--- config.mk ---
export PLATFORM = sky130hd
export DESIGN_NAME = epx_decode
export DESIGN_NICKNAME = d
export VERILOG_FILES = /design/src/rtl/epx_pkg.sv /design/src/rtl/epx_ptr_alu.sv /design/src/rtl/epx_decode.sv
export SDC_FILE = /design/constraint.sdc
export NUM_CORES = 1
export LEC_CHECK = 0
export ABC_AREA = 1
export ABC_CLOCK_PERIOD_IN_PS = 5500
export BUFFER_PORTS_ARGS = -buffer_cell sky130_fd_sc_hd__buf_2
export CORE_AREA = 2 2 127 117
export CTS_BUF_LIST = sky130_fd_sc_hd__clkbuf_4 sky130_fd_sc_hd__clkbuf_8
export DETAILED_ROUTE_END_ITERATION = 6
export DIE_AREA = 0 0 129 119
export MAX_ROUTING_LAYER = met4
export PLACE_DENSITY = 0.81
export SYNTH_ARGS = -nofsm -noshare
export SYNTH_HDL_FRONTEND = slang
export SYNTH_HIERARCHICAL = 1
export SYNTH_SLANG_ARGS = --single-unit
--- constraint.sdc ---
create_clock -name clk_in -period 5.5 [get_ports clk_in]
set_input_delay 1.1 -clock clk_in [delete_from_list [all_inputs] [get_ports clk_in]]
set_output_delay 1.1 -clock clk_in [all_outputs]
set_load 0.02 [all_outputs]
--- src/rtl/epx_pkg.sv ---
// Package for the extended pointer instruction decoder.
// Assumes a 16-bit instruction word, 12-bit pointers and a 21-bit PC.
package epx_pkg;
	localparam int PTR_W  = 12;
	localparam int PC_W   = 21;
	localparam int LIT6_W = 6;
	localparam int OFS_W  = 7;
	localparam logic [7:0]  OP_ADD_PTR  = 8'he8;
	localparam logic [7:0]  OP_SUB_PTR  = 8'he9;
	localparam logic [7:0]  OP_PUSH_LIT = 8'hea;
	localparam logic [7:0]  OP_MOVE_IDX = 8'heb;
	localparam logic [3:0]  OP_SECOND   = 4'hf;
	localparam logic [15:0] OP_CALL_W   = 16'h0014;
	localparam logic [1:0]  SEL_STACK_RET = 2'h3;
	localparam logic [1:0]  STACK_PTR_IDX = 2'h2;
	localparam logic [PTR_W-1:0] PTR_RESET = 12'h000;
	localparam logic [PC_W-1:0]  PC_RESET  = 21'h00000;
	localparam int SEL_LSB = 6;
	localparam int ISMOV_BIT = 7;
	typedef enum logic [1:0] {
		EPX_EXEC  = 2'b00,
		EPX_NOP2  = 2'b01,
		EPX_WORD2 = 2'b10
	} epx_state_e;
endpackage

--- src/rtl/epx_ptr_alu.sv ---
// Pointer adder and subtractor for the pointer literal instructions.
// Assumes a purely combinational use from the decoder's next-state logic.
`timescale 1ns/100ps
module epx_ptr_alu
	import epx_pkg::*;
(
	input  wire logic [PTR_W-1:0]  ptr_in,  // Current pointer value
	input  wire logic [LIT6_W-1:0] lit_in,  // Unsigned literal
	input  wire logic              sub_in,  // High to subtract
	output logic      [PTR_W-1:0]  res_out  // Result, wraps at width
);
	logic [PTR_W-1:0] ext;
	always_comb begin
		ext = {{(PTR_W-LIT6_W){1'b0}}, lit_in};
		res_out = sub_in ? ptr_in - ext : ptr_in + ext;
	end
endmodule

--- src/rtl/epx_decode.sv ---
// Decoder and executor for the extended pointer instruction group.
// Assumes one instruction word per instr_valid_in pulse, issued only when
// busy_out is low, except the second move word, which is issued while busy_out is high,
// and memory writes taken by the core in the next cycle.
// Assumes the return stack and data memory sit outside, on the same clock.
// Functional notes
// - Add literal to a pointer in one cycle; select 3 adds and returns.
// - Subtract literal from a pointer in one cycle; no flag changes.
// - Select 3 subtracts from stack pointer then returns, two cycles.
// - Call to address from working register in two cycles, flags kept.
// - Two-word move from stack-indexed source to a 12-bit address.
// - Two-word move from stack-indexed source to stack-indexed target.
// - Push literal: store at stack pointer, decrement it, one cycle.
// - Except for a pending second move word, the group is decoded only while the extended set is enabled.
// - Return loads PC from return stack top; second cycle is a no-op.
`timescale 1ns/100ps
module epx_decode
	import epx_pkg::*;
(
	input  wire logic             clk_in,           // 200 MHz core clock
	input  wire logic             resetn_in,        // Sync reset, active low
	input  wire logic             ext_set_en_in,    // Extended set enable
	input  wire logic             instr_valid_in,   // Instruction word valid
	input  wire logic [15:0]      instr_in,         // Instruction word
	input  wire logic [7:0]       working_reg_in,   // Working register
	input  wire logic [PC_W-1:0]  ret_top_in,       // Return stack top
	input  wire logic [PC_W-1:0]  pc_in,            // Address after the call
	input  wire logic [7:0]       rd_data_in,       // Data read from memory
	output logic      [PTR_W-1:0] ptr0_out,         // Pointer 0
	output logic      [PTR_W-1:0] ptr1_out,         // Pointer 1
	output logic      [PTR_W-1:0] stack_ptr_out,    // Software stack pointer
	output logic                  busy_out,         // Second cycle pending
	output logic                  pc_load_out,      // Load PC pulse
	output logic      [PC_W-1:0]  pc_target_out,    // PC load value
	output logic                  push_ret_out,     // Push return addr pulse
	output logic      [PC_W-1:0]  push_addr_out,    // Return address pushed
	output logic                  pop_ret_out,      // Pop return stack pulse
	output logic                  rd_req_out,       // Memory read pulse
	output logic      [PTR_W-1:0] rd_addr_out,      // Memory read address
	output logic                  wr_req_out,       // Memory write pulse
	output logic      [PTR_W-1:0] wr_addr_out,      // Memory write address
	output logic      [7:0]       wr_data_out,      // Memory write data
	output logic                  unhandled_out     // Word not in this group
);
	// All state of the decoder, registered as one word.
	typedef struct packed {
		epx_state_e       st;
		logic             busy;
		logic [PTR_W-1:0] ptr0;
		logic [PTR_W-1:0] ptr1;
		logic [PTR_W-1:0] sp;
		logic             pc_load;
		logic [PC_W-1:0]  pc_tgt;
		logic             push_ret;
		logic [PC_W-1:0]  push_addr;
		logic             pop_ret;
		logic             rd_req;
		logic [PTR_W-1:0] rd_addr;
		logic             wr_req;
		logic [PTR_W-1:0] wr_addr;
		logic [7:0]       wr_data;
		logic             unhandled;
		logic             mov_to_idx;
	} epx_state_s;

	epx_state_s state_ff;
	epx_state_s nxt_state;
	logic [1:0]        sel;
	logic [PTR_W-1:0]  sel_ptr;
	logic [PTR_W-1:0]  alu_res;
	logic              is_add;
	logic              is_sub;
	logic              is_push;
	logic              is_move;
	logic              is_call;

	// Decoding only looks at the word; the state decides whether it is
	// taken, so a word offered while busy never reaches the pointers.
	assign sel = instr_in[SEL_LSB+1:SEL_LSB];
	assign is_add = (instr_in[15:8] == OP_ADD_PTR);
	assign is_sub = (instr_in[15:8] == OP_SUB_PTR);
	assign is_push = (instr_in[15:8] == OP_PUSH_LIT);
	assign is_move = (instr_in[15:8] == OP_MOVE_IDX);
	assign is_call = (instr_in == OP_CALL_W);

	// Select 3 maps to the stack pointer for the return variants.
	always_comb begin
		unique case (sel)
			2'h0:    sel_ptr = state_ff.ptr0;
			2'h1:    sel_ptr = state_ff.ptr1;
			default: sel_ptr = state_ff.sp;
		endcase
	end

	// One shared adder serves both the add and the subtract forms.
	epx_ptr_alu i_epx_ptr_alu (
		.ptr_in  (sel_ptr),
		.lit_in  (instr_in[LIT6_W-1:0]),
		.sub_in  (is_sub),
		.res_out (alu_res)
	);

	// Status flags are never an output here, so none can change.
	always_comb begin
		nxt_state = state_ff;
		nxt_state.pc_load = 1'b0;
		nxt_state.push_ret = 1'b0;
		nxt_state.pop_ret = 1'b0;
		nxt_state.rd_req = 1'b0;
		nxt_state.wr_req = 1'b0;
		nxt_state.unhandled = 1'b0;
		unique case (state_ff.st)
			EPX_EXEC: begin
				if (instr_valid_in) begin
					if (!ext_set_en_in) begin
						nxt_state.unhandled = 1'b1;
					end else if (is_add || is_sub) begin
						unique case (sel)
							2'h0:    nxt_state.ptr0 = alu_res;
							2'h1:    nxt_state.ptr1 = alu_res;
							default: nxt_state.sp = alu_res;
						endcase
						// The return target is taken now; the core must
						// not change the return stack top in this cycle.
						if (sel == SEL_STACK_RET) begin
							nxt_state.pc_load = 1'b1;
							nxt_state.pc_tgt = ret_top_in;
							nxt_state.pop_ret = 1'b1;
							nxt_state.st = EPX_NOP2;
						end
					end else if (is_call) begin
						// Upper PC bits are kept from the current PC.
						nxt_state.pc_load = 1'b1;
						nxt_state.pc_tgt = {pc_in[PC_W-1:8],
						                    working_reg_in};
						nxt_state.push_ret = 1'b1;
						nxt_state.push_addr = pc_in;
						nxt_state.st = EPX_NOP2;
					end else if (is_push) begin
						// The old pointer is the address, so the write
						// and the decrement can share one cycle.
						nxt_state.wr_req = 1'b1;
						nxt_state.wr_addr = state_ff.sp;
						nxt_state.wr_data = instr_in[7:0];
						nxt_state.sp = state_ff.sp - 12'h001;
					end else if (is_move) begin
						// The offset is zero-extended onto the stack base.
						nxt_state.rd_req = 1'b1;
						nxt_state.rd_addr = state_ff.sp +
						    {5'h00, instr_in[OFS_W-1:0]};
						nxt_state.mov_to_idx = instr_in[ISMOV_BIT];
						nxt_state.st = EPX_WORD2;
					end else begin
						nxt_state.unhandled = 1'b1;
					end
				end
			end
			EPX_NOP2: begin
				// Any word offered here is dropped; it must be offered
				// again once the loaded program counter takes effect.
				nxt_state.st = EPX_EXEC;
			end
			EPX_WORD2: begin
				// The read data must stand with the second word, as no
				// copy of it is kept between the two cycles.
				if (instr_valid_in) begin
					nxt_state.st = EPX_EXEC;
					if (instr_in[15:12] == OP_SECOND) begin
						nxt_state.wr_req = 1'b1;
						nxt_state.wr_data = rd_data_in;
						if (state_ff.mov_to_idx) begin
							nxt_state.wr_addr = state_ff.sp +
							    {5'h00, instr_in[OFS_W-1:0]};
						end else begin
							nxt_state.wr_addr = instr_in[11:0];
						end
					end else begin
						nxt_state.unhandled = 1'b1;
					end
				end
			end
			default: nxt_state.st = EPX_EXEC;
		endcase
		// Busy follows the next state, so the output is a plain flop.
		nxt_state.busy = (nxt_state.st != EPX_EXEC);
	end

	// The struct clear covers every pulse, so no request can leave reset
	// active; the pointers restart at their own reset values.
	always_ff @(posedge clk_in) begin
		if (!resetn_in) begin
			state_ff <= '0;
			state_ff.ptr0 <= PTR_RESET;
			state_ff.ptr1 <= PTR_RESET;
			state_ff.sp <= PTR_RESET;
			state_ff.pc_tgt <= PC_RESET;
			state_ff.push_addr <= PC_RESET;
			state_ff.st <= EPX_EXEC;
			state_ff.busy <= 1'b0;
		end else begin
			state_ff <= nxt_state;
		end
	end

	// Busy is registered state: the NOP or second-word cycle is pending.
	assign ptr0_out = state_ff.ptr0;
	assign ptr1_out = state_ff.ptr1;
	assign stack_ptr_out = state_ff.sp;
	assign busy_out = state_ff.busy;
	assign pc_load_out = state_ff.pc_load;
	assign pc_target_out = state_ff.pc_tgt;
	assign push_ret_out = state_ff.push_ret;
	assign push_addr_out = state_ff.push_addr;
	assign pop_ret_out = state_ff.pop_ret;
	assign rd_req_out = state_ff.rd_req;
	assign rd_addr_out = state_ff.rd_addr;
	assign wr_req_out = state_ff.wr_req;
	assign wr_addr_out = state_ff.wr_addr;
	assign wr_data_out = state_ff.wr_data;
	assign unhandled_out = state_ff.unhandled;
endmodule

==> results.md <==
* Die area at 15400 µm²
* Maximum number of pins on one net before global-route repair at 91
* Via-to-Cell Ratio at 5.29
* Required time at the worst-slack endpoint at 5.83 ns
* Rows at 42
* Starting density of the core at 0.532
* Hold-critical path depth at 2
* Leading register cell type out of synthesis: dfxtp_1
* Final antenna diode count at 0
* Buffer count from post-CTS setup fixing at 0
* Reg-to-reg endpoint: stack_ptr_out[6]
* Post-DR wirelength/cell at 15.5 µm
* Via count of the routed design at 7324
* Fin crit period at 3.65 ns
* Sum of routed wire length over all layers at 21500 µm
* Yosys cell types at 40
* Tot GR Track Use at 0.285
* Clock buffer depth at 2
* CTS-repair resized insts at 0
* Switch share at 0.260
* Worst Max-Slew Pin Slew at 0.851 ns
* Antenna Violating Nets Remaining at 0
* Most repeated cell in the gate-level netlist after synthesis: nand2_1
* Hold path startpoint: push_addr_out[19]
* Count of routing violations after the opening detailed-route iteration at 652
* Setup slack of the worst register-to-register path at 2.95 ns
* Area of the core at 14200 µm²
* Clock sink count at 120
* RSZ-0062 raised after global routing: no
* TritonCTS clock tree: yes
* Setup TNS Final at 0 ns
* Final Slew Violations at 0
* Worst clock skew on the final layout at 0.0118 ns
* Average cell area after synthesis at 6.83 µm²
* P&R area growth vs syn at 7.89%
* Mapped Nets at 1209
* Path class of the lowest-slack min-delay path: flip-flop to flip-flop
* Source of the worst register-to-register timing path: stack_ptr_out[0]
* Share of flip-flops with an asynchronous set or reset at 0
* Initial antenna violation count at 0
* Destination of the worst hold path: push_addr_out[19]
* Max cap viols at 0
* Vias in the first global route at 6412
* Combinational cell fraction of total power at 0.075
* Maximum frequency from static timing analysis at 0.274 GHz
* Kind of end point of the critical path: flip-flop
* First element of the critical path: instr_in[12]
* Final worst-path cycle share at 0.663
* Quantity of I/O buffers inserted on ports at 194
* Dpl hpwl at 15700 µm
* Leading post-synthesis cells by cell area: dfxtp_1 (32%), buf_4 (11%), nand2_1 (11%)
* Floorplan die height at 119 µm
* Top Ports at 195
* Root buffer cell: clkbuf_8
* Sequential-to-total area share from yosys stat at 0.317
* Commonest cells post-synth: nand2_1 (214), inv_1 (124), dfxtp_1 (120)
* Switching pwr at 475 µW
* Total congestion overflow at 0
* Worst max-slew margin expressed relative to the limit at 0.431
* Biggest area consumer among synthesized cells: dfxtp_1
* Later-pin clock latency in the skew report at 0.45 ns
* First-pass DRT Iterations at 7
* Area fraction of the dominant cell type after synthesis at 0.317
* Run status: complete, but fails checks
* Cell Pwr Density at 224 nW/µm²
* Die Span X at 129 µm
* Worst slack, placed at 1.42 ns
* Clock share of power at 0.450
* Part of the power in registers at 0.475
* Setup violators final at 0
* Maximum vdd drop at 141 µV
* PnR worst setup slack at 1.85 ns
* Design internal power at 1.36 mW
* Worst Reg2Reg Path Length in Cells at 15
* Endpoint arrival time on the critical path at 3.97 ns
* Number of synthesized flops with an enable pin at 0
* Weighted congestion reported at the end of routability-driven placement at 0.952
* Register bit count reported by yosys at 120
* Violations in the final reports: design-rule violations
* Net count reported at finish at 1273
* Critical Path Start Type: input port
* Start-to-end type of the worst setup path: input port to flip-flop
* Total number of yosys warnings at 6
* Final Hold Viols at 0
* Leakage power figure at 4.18 nW
* Share of post-route cells with drive strength above 1 at 0.225
* Clock transition at the registers of the reported paths at 0.07 ns
* H-tree lvl count at 4
* Cts bufs inserted at 17
* Cell area after synthesis at 7580 µm²
* Post-route DRC violation count at 1
* Hold buffers post-CTS at 0
* Critical Path Fanout Max at 19
* Instance count of the mapped netlist at 1109
* Global-route wire length before repair at 33100 µm
## critical path, stage by stage
cell and delay [ns]:
buf_2 0.13, nor3_4 0.31, nand3_4 0.28, nor2_1 0.33
inv_2 0.13, a21oi_1 0.18, xnor2_1 0.14, inv_1 0.06
ha_1 0.34, nand2_1 0.09, nand2_1 0.08, inv_1 0.10
nand2_1 0.06, nand2_1 0.08, nand3_1 0.08, nand2_1 0.06
nand2_1 0.04, inv_1 0.13, nand2_1 0.07, o211ai_1 0.09
a21oi_1 0.08
## layer usage
layer,up-vias,part of all wire,track usage
li1,3602,-,-
met1,3301,0.44,0.383
met2,369,0.44,0.422
met3,52,0.091,0.0660
met4,0,0.028,0.0985
met5,-,0,-
## cells by family (layout without fill, tap and decap cells)
family                   Yosys count  in the layout  synth area share
buffers and inverters            291            368             0.209
adder cells (fa/ha/maj)           22             22            0.0383
AO/OA/AOI/OAI                    228            228             0.169
XOR/XNOR                          18             18            0.0208
flip-flops                       120            120             0.317
AND/OR/NAND/NOR                  430            430             0.245
## state kept, by name (all words and copies together) (netlist names)
name           cells
wr_data_out        8
push_addr_out     21
pop_ret_out        1
stack_ptr_out     12
wr_req_out         1
unhandled_out      1
pc_target_out     21
pc_load_out        1
rd_addr_out       12
busy_out           1
state_ff           3
ptr1_out          12
push_ret_out       1
ptr0_out          12
rd_req_out         1
wr_addr_out       12
## power by group through the flow
stage	logic [mW]	registers, mW	clock network [mW]
5_1_grt	0.149	0.870	0.874
3_3_place_gp	0.134	0.890	0
2_1_floorplan	0.0707	0.890	0
6_report	0.137	0.870	0.824
3_5_place_dp	0.134	0.890	0
4_1_cts	0.135	0.870	0.829
## metrics by stage
step                      hold WS (ns)  total power, mW  instances   util  area, µm²
final                            0.446             1.83       1384  0.574       8170
after global placement           0.431             1.02       1352  0.546       7770
after floorplan                  0.424            0.961       1109      -       7580
after CTS                        0.447             1.83       1384  0.574       8170
after detailed placement         0.436             1.02       1352  0.546       7770
after global routing             0.470             1.89       1384  0.574       8170
## final cells by class
type,count,area (µm²)
Clock buffer,21,283
Multi-Input combinational cell,698,3590
Inverter,136,515
Fill cell,1366,6070
Sequential cell,120,2400
Clock inverter,11,121
Tap cell,198,248
Timing Repair Buffer,200,1020
## worst max-delay path by stage
| stage | slack (ns) | endpoint |
|---|---|---|
| final | 1.85 | stack_ptr_out[9] |
| after global routing | 1.53 | stack_ptr_out[9] |
| after CTS | 1.89 | stack_ptr_out[9] |
| after detailed placement | 1.42 | stack_ptr_out[9] |
| after global placement | 1.46 | stack_ptr_out[9] |
| after floorplan | 1.81 | stack_ptr_out[7] |
## cells in the final DEF, fill, tap and decap left out, types with 9 or more instances in the layout
cell type / netlist / layout
a21oi_1: 69 / 69
a22oi_1: 9 / 9
buf_2: 9 / 194
clkbuf_8: 0 / 20
dfxtp_1: 120 / 120
ha_1: 20 / 20
inv_1: 124 / 124
inv_2: 9 / 9
nand2_1: 214 / 214
nand3_1: 64 / 64
nor2_1: 113 / 113
o211ai_1: 22 / 22
o21ai_0: 95 / 95
o21ai_1: 13 / 13
xor2_1: 11 / 11
(Power assumes the default switching activity.)
